==> config.mk <==
export PLATFORM = sky130hd
export DESIGN_NAME = pbch_config_header
export DESIGN_NICKNAME = d
export VERILOG_FILES = /design/src/pbch_pkg.sv /design/src/pbch_config_header.sv
export SDC_FILE = /design/constraint.sdc
export NUM_CORES = 1
export LEC_CHECK = 0
export BUFFER_PORTS_ARGS = -buffer_cell sky130_fd_sc_hd__buf_2
export CAP_MARGIN = 25
export CORE_MARGIN = 2
export CORE_UTILIZATION = 52
export CTS_BUF_LIST = sky130_fd_sc_hd__clkbuf_8
export DETAILED_ROUTE_END_ITERATION = 10
export PLACE_DENSITY_LB_ADDON = 0.08
export SYNTH_ARGS = -nofsm -noshare
export SYNTH_HDL_FRONTEND = slang
export SYNTH_SLANG_ARGS = --single-unit
==> constraint.sdc <==
create_clock -name sys_clk -period 4.8 [get_ports sys_clk]
set_clock_uncertainty 0.2 [all_clocks]
set_input_delay 0.48 -clock sys_clk [delete_from_list [all_inputs] [get_ports sys_clk]]
set_output_delay 0.48 -clock sys_clk [all_outputs]
set_load 0.02 [all_outputs]
==> src/pbch_pkg.sv <==
/*
  Package for the bridge configuration header register bank (offsets 04h to 18h).
  Holds offsets, field positions, reset values and the event carrier struct.
  Assumes a classic Wishbone slave with 32-bit data and byte addressing.
*/
// Overview of operation
// - Interrupt status bit 19 always reads zero, unaffected by forwarded interrupts.
// - Capability-list bit 20 is read-only one, pointer lives at 34h.
// - Bits 21, 23 and select timing 26:25 are read-only zero.
// - Master data parity error bit 24 sets on requester parity error if enabled; W1C.
// - Signaled target abort bit 27 sets on completer abort sent; read-only.
// - Received target abort bit 28 sets on completer abort completion received.
// - Received master abort bit 29 sets on unsupported request completion received.
// - Signaled system error bit 30 sets on fatal/nonfatal message when enabled; W1C.
// - Detected parity error bit 31 sets on poisoned TLP received; W1C.
// - Fixed read-only revision identifier in low byte at 08h.
// - Class code reads 06h, 04h, 00h; read-only.
// - Cache line size is read/write, resets to zero, drives nothing.
// - Primary latency timer byte at 0Ch bits 15:8 reads zero.
// - Header type byte at 0Ch bits 23:16 reads 01h.
// - Primary bus number at 18h bits 7:0 is read/write, resets zero.
// - Secondary bus number at 18h bits 15:8 is read/write, resets zero.
// - Parity error response enable, command bit 6, gates master data parity error bit 24 only.
// - System error reporting enable, command bit 8, gates error reporting.
`default_nettype none

package pbch_pkg;

  // ==========================================================================
  // Register offsets
  localparam logic [7:0] PBCH_OFS_CMD_STATUS = 8'h04;
  localparam logic [7:0] PBCH_OFS_CLASS_REV  = 8'h08;
  localparam logic [7:0] PBCH_OFS_HDR_CACHE  = 8'h0C;
  localparam logic [7:0] PBCH_OFS_BUS_NUMBER = 8'h18;

  // ==========================================================================
  // Field positions
  localparam int PBCH_BIT_PERR_RESP_EN   = 6;
  localparam int PBCH_BIT_SERR_EN        = 8;
  localparam int PBCH_BIT_INT_STATUS     = 19;
  localparam int PBCH_BIT_CAP_LIST       = 20;
  localparam int PBCH_BIT_MASTER_PERR    = 24;
  localparam int PBCH_BIT_SIG_TGT_ABORT  = 27;
  localparam int PBCH_BIT_RCV_TGT_ABORT  = 28;
  localparam int PBCH_BIT_RCV_MST_ABORT  = 29;
  localparam int PBCH_BIT_SIG_SYS_ERR    = 30;
  localparam int PBCH_BIT_DET_PERR       = 31;

  // ==========================================================================
  // Fixed and reset values
  localparam logic [7:0]  PBCH_CLASS_BASE    = 8'h06;
  localparam logic [7:0]  PBCH_CLASS_SUB     = 8'h04;
  localparam logic [7:0]  PBCH_CLASS_PROG    = 8'h00;
  localparam logic [7:0]  PBCH_LAT_TIMER     = 8'h00;
  localparam logic [7:0]  PBCH_HEADER_TYPE   = 8'h01;
  localparam logic [7:0]  PBCH_BYTE_RESET    = 8'h00;
  localparam logic        PBCH_CAP_LIST_VAL  = 1'b1;
  localparam logic [31:0] PBCH_UNMAPPED_DATA = 32'h0000_0000;

  // Events from the port's completion and error logic, one-cycle pulses
  typedef struct packed {
    logic parity_err;
    logic cpl_abort_sent;
    logic cpl_abort_rcvd;
    logic cpl_ur_rcvd;
    logic err_msg_sent;
    logic poisoned_rcvd;
  } pbch_event_type;

endpackage

`default_nettype wire

==> src/pbch_config_header.sv <==
/*
  Bridge configuration header register bank, offsets 04h to 18h, with the
  parity/system-error enables of the command half-word.
  Assumes a classic Wishbone master on sys_clk and event pulses from logic on
  the same clock, so no synchronisers are needed.
*/
// Implementation choice: register access over Wishbone.
`timescale 1ns/1ps
`default_nettype none

module pbch_config_header
  import pbch_pkg::*;
#(
  parameter logic [7:0] DEVICE_REVISION = 8'h5A  // Arbitrary value
) (
  input  wire logic           sys_clk,
  input  wire logic           rst_n,
  input  wire logic           wb_cyc_i,
  input  wire logic           wb_stb_i,
  input  wire logic           wb_we_i,
  input  wire logic [7:0]     wb_adr_i,
  input  wire logic [3:0]     wb_sel_i,
  input  wire logic [31:0]    wb_dat_i,
  output var  logic [31:0]    wb_dat_o,
  output var  logic           wb_ack_o,
  input  wire pbch_event_type events,
  output var  logic           parity_err_resp_en,
  output var  logic           system_error_report_enable,
  output var  logic [7:0]     upstream_bus_number,
  output var  logic [7:0]     downstream_bus_number
);

  // ==========================================================================
  // Bus decode
  logic        req;
  logic        wr;
  logic [31:0] wmask;
  logic [31:0] w1c;
  logic        hit_status;

  assign req        = wb_cyc_i && wb_stb_i && !wb_ack_o;
  assign wr         = req && wb_we_i;
  assign wmask      = {{8{wb_sel_i[3]}}, {8{wb_sel_i[2]}}, {8{wb_sel_i[1]}}, {8{wb_sel_i[0]}}};
  assign hit_status = wr && (wb_adr_i == PBCH_OFS_CMD_STATUS);
  assign w1c        = hit_status ? (wb_dat_i & wmask) : 32'h0000_0000;

  // ==========================================================================
  // Command enables
  always_ff @(posedge sys_clk) begin
    if (!rst_n) begin
      parity_err_resp_en         <= 1'b0;
      system_error_report_enable <= 1'b0;
    end else if (hit_status && wb_sel_i[0]) begin
      parity_err_resp_en <= wb_dat_i[PBCH_BIT_PERR_RESP_EN];
    end
    if (rst_n && hit_status && wb_sel_i[1]) begin
      system_error_report_enable <= wb_dat_i[PBCH_BIT_SERR_EN];
    end
  end

  // ==========================================================================
  // Status flags
  logic master_perr;
  logic sig_tgt_abort;
  logic rcv_tgt_abort;
  logic rcv_mst_abort;
  logic sig_sys_err;
  logic det_perr;

  always_ff @(posedge sys_clk) begin
    if (!rst_n) begin
      master_perr <= 1'b0;
    end else if (events.parity_err && parity_err_resp_en) begin
      master_perr <= 1'b1;
    end else if (w1c[PBCH_BIT_MASTER_PERR]) begin
      master_perr <= 1'b0;
    end
  end

  always_ff @(posedge sys_clk) begin
    if (!rst_n) begin
      sig_sys_err <= 1'b0;
    end else if (events.err_msg_sent && system_error_report_enable) begin
      sig_sys_err <= 1'b1;
    end else if (w1c[PBCH_BIT_SIG_SYS_ERR]) begin
      sig_sys_err <= 1'b0;
    end
  end

  always_ff @(posedge sys_clk) begin
    if (!rst_n) begin
      det_perr <= 1'b0;
    end else if (events.poisoned_rcvd) begin
      det_perr <= 1'b1;
    end else if (w1c[PBCH_BIT_DET_PERR]) begin
      det_perr <= 1'b0;
    end
  end

  // Read-only sticky flags: software cannot clear them, only reset does
  always_ff @(posedge sys_clk) begin
    if (!rst_n) begin
      sig_tgt_abort <= 1'b0;
      rcv_tgt_abort <= 1'b0;
      rcv_mst_abort <= 1'b0;
    end else begin
      sig_tgt_abort <= sig_tgt_abort | events.cpl_abort_sent;
      rcv_tgt_abort <= rcv_tgt_abort | events.cpl_abort_rcvd;
      rcv_mst_abort <= rcv_mst_abort | events.cpl_ur_rcvd;
    end
  end

  // ==========================================================================
  // Writable bytes
  logic [7:0] cache_line_length;

  always_ff @(posedge sys_clk) begin
    if (!rst_n) begin
      cache_line_length <= PBCH_BYTE_RESET;
    end else if (wr && wb_adr_i == PBCH_OFS_HDR_CACHE && wb_sel_i[0]) begin
      cache_line_length <= wb_dat_i[7:0];
    end
  end

  always_ff @(posedge sys_clk) begin
    if (!rst_n) begin
      upstream_bus_number   <= PBCH_BYTE_RESET;
      downstream_bus_number <= PBCH_BYTE_RESET;
    end else if (wr && wb_adr_i == PBCH_OFS_BUS_NUMBER) begin
      if (wb_sel_i[0]) begin
        upstream_bus_number <= wb_dat_i[7:0];
      end
      if (wb_sel_i[1]) begin
        downstream_bus_number <= wb_dat_i[15:8];
      end
    end
  end

  // ==========================================================================
  // Read mux
  logic [31:0] rdata;
  logic [15:0] status_half;

  always_comb begin
    status_half       = 16'h0000;
    status_half[PBCH_BIT_CAP_LIST - 16]      = PBCH_CAP_LIST_VAL;
    status_half[PBCH_BIT_MASTER_PERR - 16]   = master_perr;
    status_half[PBCH_BIT_SIG_TGT_ABORT - 16] = sig_tgt_abort;
    status_half[PBCH_BIT_RCV_TGT_ABORT - 16] = rcv_tgt_abort;
    status_half[PBCH_BIT_RCV_MST_ABORT - 16] = rcv_mst_abort;
    status_half[PBCH_BIT_SIG_SYS_ERR - 16]   = sig_sys_err;
    status_half[PBCH_BIT_DET_PERR - 16]      = det_perr;
    case (wb_adr_i)
      PBCH_OFS_CMD_STATUS: begin
        rdata = {status_half, 7'h00, system_error_report_enable, 1'b0,
                 parity_err_resp_en, 6'h00};
      end
      PBCH_OFS_CLASS_REV: begin
        rdata = {PBCH_CLASS_BASE, PBCH_CLASS_SUB, PBCH_CLASS_PROG, DEVICE_REVISION};
      end
      PBCH_OFS_HDR_CACHE: begin
        rdata = {8'h00, PBCH_HEADER_TYPE, PBCH_LAT_TIMER, cache_line_length};
      end
      PBCH_OFS_BUS_NUMBER: begin
        rdata = {16'h0000, downstream_bus_number, upstream_bus_number};
      end
      default: begin
        rdata = PBCH_UNMAPPED_DATA;
      end
    endcase
  end

  // ==========================================================================
  // Wishbone answer: one cycle after the strobe, dropped the next cycle
  always_ff @(posedge sys_clk) begin
    if (!rst_n) begin
      wb_ack_o <= 1'b0;
      wb_dat_o <= 32'h0000_0000;
    end else begin
      wb_ack_o <= req;
      wb_dat_o <= (req && !wb_we_i) ? rdata : 32'h0000_0000;
    end
  end

endmodule

`default_nettype wire

==> results.cfg, run 1 <==
[setup_path]
worstPathRequired_ns = 4.85
worstPathArrival_ns = 2.19
r2r-start = wb_ack_o
reg2reg_to = cache_line_length[7]
rrSetupSlack_ns = 3.00
start_kind = primary input
slowest_delay_ns = 0.70
cp_cell_sequence = buf_2, or4b_4, nor4b_4, mux2i_1
cp_slowest_cell = nor4b_4
crit_fanout = 8
reg2reg_depth = 3
end_kind = flip-flop
critPathKind = primary input to flip-flop

[global_routing]
antenna_found_initial = 0
grt_pass1_vias = 1821
overflow = 0
grt_usage = 0.212
grt_max_degree = 47
grt_first_pass_wirelength_um = 8290

[yosys]
synth_area_um2 = 2320
ys_types = 38
yosys-top-cells-count = 57 x dfxtp_1, 45 x nand2_1, 25 x mux2i_1
synth_edf_count = 1
ys_async_sr_fraction = 0
ys_seq_area_frac = 0.506
netlist_instances = 236
yosys-top-cells-area = dfxtp_1 49%, mux2i_1 11%, nand2_1 7.3%
synth_area_leader_cell = dfxtp_1
yosys_warnings = 0
ys.flop_type = dfxtp_1
ys_ff_latch = 58
synth.avg_cell_area_um2 = 9.81
synth.most_common_cell = dfxtp_1
synth_top_area_frac = 0.493

[clock_network]
clk_latency_ns = 0.33
postCtsHoldBufs = 0
cts_buffers = 9
cts.clk_slew.worst_paths_ns = 0.06
post_cts_resized = 0
clockRootBuffer = clkbuf_8
htreeDepth = 3
cts.sinks = 58
post-cts-setup-buffers = 0
cts_tree = yes
clock_path_buffers = 2

[floorplanning]
initial_core_util = 0.536
fp.coreArea_um2 = 4320
ioPinCount = 106
die_w_um = 70.7
die_area_um2 = 5000
rows = 24
fp.dieH_um = 70.7

[power_and_ir_drop]
design_power_total_mw = 1.01
p_leak_nw = 1.40
ir_worst_vdd_v = 0.000230
powerDensity_nw_per_um2 = 341

[sta]
period_minus_slack_ns = 2.14
rsz0062_at_grt = no
tns_ns = 0
relSlewSlack = 0.465
worstMarginPinSlew_ns = 0.803
fin_crit_sh = 0.446
finalHoldViolCount = 0
worst_slack_ns = 2.66
fmax_ghz = 0.468
finalMaxSlewViolations = 0
worst_hold_slack_ns = 0.148
setup_violations = 0

[cells_and_area]
areaGrowthSynthToFinish_pct = 28.3
fin_nets = 377
fin_cells = 379
antenna_cells = 0
drive_gt1_frac = 0.352

[placement]
dp_cells = 363
dp_slack_ns = 2.32
io_buffers = 86
hpwl_um = 3490
place_congestion = 0.768

[min_path]
hold_class = primary input to flip-flop
worst_hold_path.num_cells = 2
min_from = wb_dat_i[24]
hold_end = master_perr

[detailed_routing]
drc_errors = 0
wl_per_cell_um = 13.2
firstDrtPassIters = 4
num_vias = 1953
drt-initial-drc-count = 73
wirelength_um = 5020
drtAntennaViolNets = 0
via_per_inst = 5.15

[job]
drv_cap = 0

[run_status]
status = completed
registers in the layout, indices dropped and copies added (netlist names):
signal,count
wb_dat_o,25
cache_line_length,8
downstream_bus_number,8
upstream_bus_number,8
det_perr,1
master_perr,1
parity_err_resp_en,1
rcv_mst_abort,1
rcv_tgt_abort,1
sig_sys_err,1
sig_tgt_abort,1
system_error_report_enable,1
wb_ack_o,1
worst max path at each step:
stage | startpoint | to
final | wb_adr_i[4] | cache_line_length[7]
after global routing | wb_adr_i[4] | cache_line_length[2]
after CTS | wb_adr_i[4] | cache_line_length[7]
after detailed placement | wb_adr_i[4] | cache_line_length[7]
after global placement | wb_adr_i[4] | cache_line_length[7]
after floorplan | wb_adr_i[3] | cache_line_length[6]
where the power goes:
group	internal, mW	switching [mW]
sequential	0.486	0.00186
clock	0.281	0.185
combinational	0.0227	0.0360
total	0.790	0.223
cell families (layout without fill, tap and decap cells):
group / Yosys count / count (layout) / share of synthesized area
buf+inv: 24 / 111 / 0.0567
compound gates: 17 / 17 / 0.0432
other cells: 1 / 5 / 0.00162
simple gates: 110 / 110 / 0.280
mux: 26 / 26 / 0.113
flops: 58 / 58 / 0.506
area by class of cell:
type	instances	area (um2)
fillers	383	1350
flip-flops and latches	58	1170
multi-input cells	158	1040
repair buffers	90	460
clock buffers	12	165
well taps	52	65.1
clock inverters	4	48.8
inverters	5	18.8
through the flow:
step                      instance area [um2]   util
after floorplan                          2330      -
final                                    2970  0.687
after CTS                                2970  0.687
after detailed placement                 2760  0.637
after global placement                   2760  0.637
after global routing                     2970  0.687
layer usage:
layer	global-route usage	part of all wire	vias to the layer above
met3	0.0499	0.062	6
met1	0.249	0.43	915
met2	0.362	0.49	57
met5	0	0	-
met4	0.107	0.013	0
li1	-	-	975
layout by cell type, fill, tap and decap left out, drive strengths merged, types with 2 or more instances in the layout:
master	netlist	routed
nand3	10	10
dfxtp	57	57
nor2	6	6
conb	1	5
and2	14	14
a311oi	2	2
nor4	5	5
mux2i	25	25
nor3	2	2
clkinv	0	3
nand2	45	45
or4b	2	2
nand4	9	9
inv	5	5
nand4b	2	2
a21oi	10	10
buf	12	90
clkbuf	7	12
nor4b	5	5
o21ai	2	2
or2b	4	4
worst max-delay path, delay by kind of cell:
family	cells	cell delay, ns
buffers and inverters	1	0.15
AND/OR/NAND/NOR	2	1.30
multiplexers	1	0.25
(Power assumes the default switching activity.)
==> run 2, diff against run 1 <==
Settings changed: CORE_UTILIZATION 52 to 43.
Clock period 4.8 ns to 1.95 ns, I/O delays scaled along.
==> results.cfg, run 2 (synthesis results as in run 1) <==
[power_and_ir_drop]
ir_worst_vdd_v = 0.000427
combPwrFrac = 0.076
p_seq_frac = 0.478
power_switching_mw = 0.540
p_int_mw = 1.97
sw_frac_of_total = 0.215
powerDensity_nw_per_um2 = 756
clock_power_share = 0.446
p_leak_nw = 1.55

[setup_path]
cp_slowest_cell = dlygate4sd3_1
reg2reg_depth = 4
worstPathArrival_ns = 1.84
start_kind = primary input
critPathKind = primary input to flip-flop
reg2reg_to = downstream_bus_number[2]
path_delay_family = buffers and inverters
cp_num_cells = 6
worstPathRequired_ns = 2.00
path_buf_inv = 3
rrSetupSlack_ns = 0.39
cp_cell_sequence = dlygate4sd3_1, buf_2, nand4b_1, nor4bb_2, buf_4, mux2i_1
slowest_delay_ns = 0.52
crit_fanout = 8
end_kind = flip-flop
r2r-start = wb_ack_o

[job]
drv_cap = 0

[sta]
finalMaxSlewViolations = 0
tns_ns = 0
fin_crit_sh = 0.920
rsz0062_at_grt = no
finalHoldViolCount = 0
period_minus_slack_ns = 1.79
setup_violations = 0
fmax_ghz = 0.558
worst_slack_ns = 0.157

[cells_and_area]
largest-register = wb_dat_o
fin_nets = 412
n_fill_cell = 473
stdcell_area_um2 = 3320
regArea_um2 = 1170
final_common_cell = buf_2
drive_gt1_frac = 0.341
multi_input_area_um2 = 1040
antenna_cells = 0
areaGrowthSynthToFinish_pct = 43.4
largest_reg_flops = 25
final_cell_mix = 86 x buf_2, 57 x dfxtp_1, 45 x nand2_1

[detailed_routing]
wirelength_um = 5620
drc_errors = 0
drt-initial-drc-count = 95
num_vias = 2044
firstDrtPassIters = 4
drtAntennaViolNets = 0
via_per_inst = 4.74
wl_per_cell_um = 13.0

[floorplanning]
die_w_um = 77.4
fp.coreArea_um2 = 5140
initial_core_util = 0.451
ioPinCount = 106
rows = 26
die_area_um2 = 5990
fp.dieH_um = 77.4

[min_path]
hold_end = upstream_bus_number[6]
min_from = wb_dat_i[6]
hold_class = primary input to flip-flop
worst_hold_path.num_cells = 3

[clock_network]
cts_buffers = 9
clockRootBuffer = clkbuf_8
clk_latency_ns = 0.32
cts.clk_slew.worst_paths_ns = 0.06
cts_tree = yes
htreeDepth = 3
cts.sinks = 58
clock_path_buffers = 2
post-cts-setup-buffers = 0

[global_routing]
grt_pass1_vias = 2006
grt_max_degree = 37
grt_first_pass_wirelength_um = 9470
grt_usage = 0.203
antenna_found_initial = 0
overflow = 0

[placement]
post_dp_cell_area_um2 = 2870
hpwl_um = 3850
io_buffers = 86
place_congestion = 0.784
dp_slack_ns = 0.0834

[run_status]
status = completed
run 2: how the worst max path moves through the flow:
stage	from	to	slack, ns
after floorplan	wb_adr_i[3]	cache_line_length[6]	0.29
after global placement	wb_adr_i[4]	cache_line_length[0]	0.12
after detailed placement	wb_adr_i[4]	cache_line_length[4]	0.08
after CTS	wb_we_i	downstream_bus_number[2]	0.15
after global routing	wb_we_i	downstream_bus_number[1]	0.04
final	wb_we_i	downstream_bus_number[2]	0.16
run 2: timing repair:
item / in CTS / in global routing
gates resized for setup: 0 / 0
setup endpoints to repair: 0 / 0
hold buffers: 25 / 0
hold endpoints to repair: 31 / 0
run 2: cell type report:
cell class,count,area share
sequential,58,0.353
multi-input combinational,158,0.313
timing repair buffer,125,0.240
clock buffer,12,0.0497
tap,70,0.0264
clock inverter,3,0.0117
inverter,5,0.00565
run 2: through the flow:
stage	cells	power, mW	hold WS, ns	utilization
after floorplan	240	1.31	0.0710	-
after global placement	391	1.38	0.191	0.558
after detailed placement	391	1.38	0.199	0.558
after CTS	431	2.54	0.00477	0.646
after global routing	431	2.62	0.0284	0.646
final	431	2.51	0.0120	0.646
run 2: power groups by stage:
stage / sequential (mW) / clock [mW] / combinational (mW)
after floorplan: 1.23 / 0 / 0.0806
after global routing: 1.20 / 1.21 / 0.211
final: 1.20 / 1.12 / 0.190
after CTS: 1.20 / 1.15 / 0.190
after global placement: 1.23 / 0 / 0.150
after detailed placement: 1.23 / 0 / 0.150
run 2: worst reg2reg max path, stage by stage, from the launching register on:
cell and delay [ns]:
dfxtp_1 0.32, nand4b_1 0.21, nor4bb_2 0.30, buf_4 0.24, mux2i_1 0.21
run 2: layer usage:
metal,global-route usage,up-vias,routed length (um)
met2,0.349,55,2790
li1,-,1046,-
met5,0,-,0
met4,0.0857,0,77
met1,0.242,934,2490
met3,0.0465,9,265
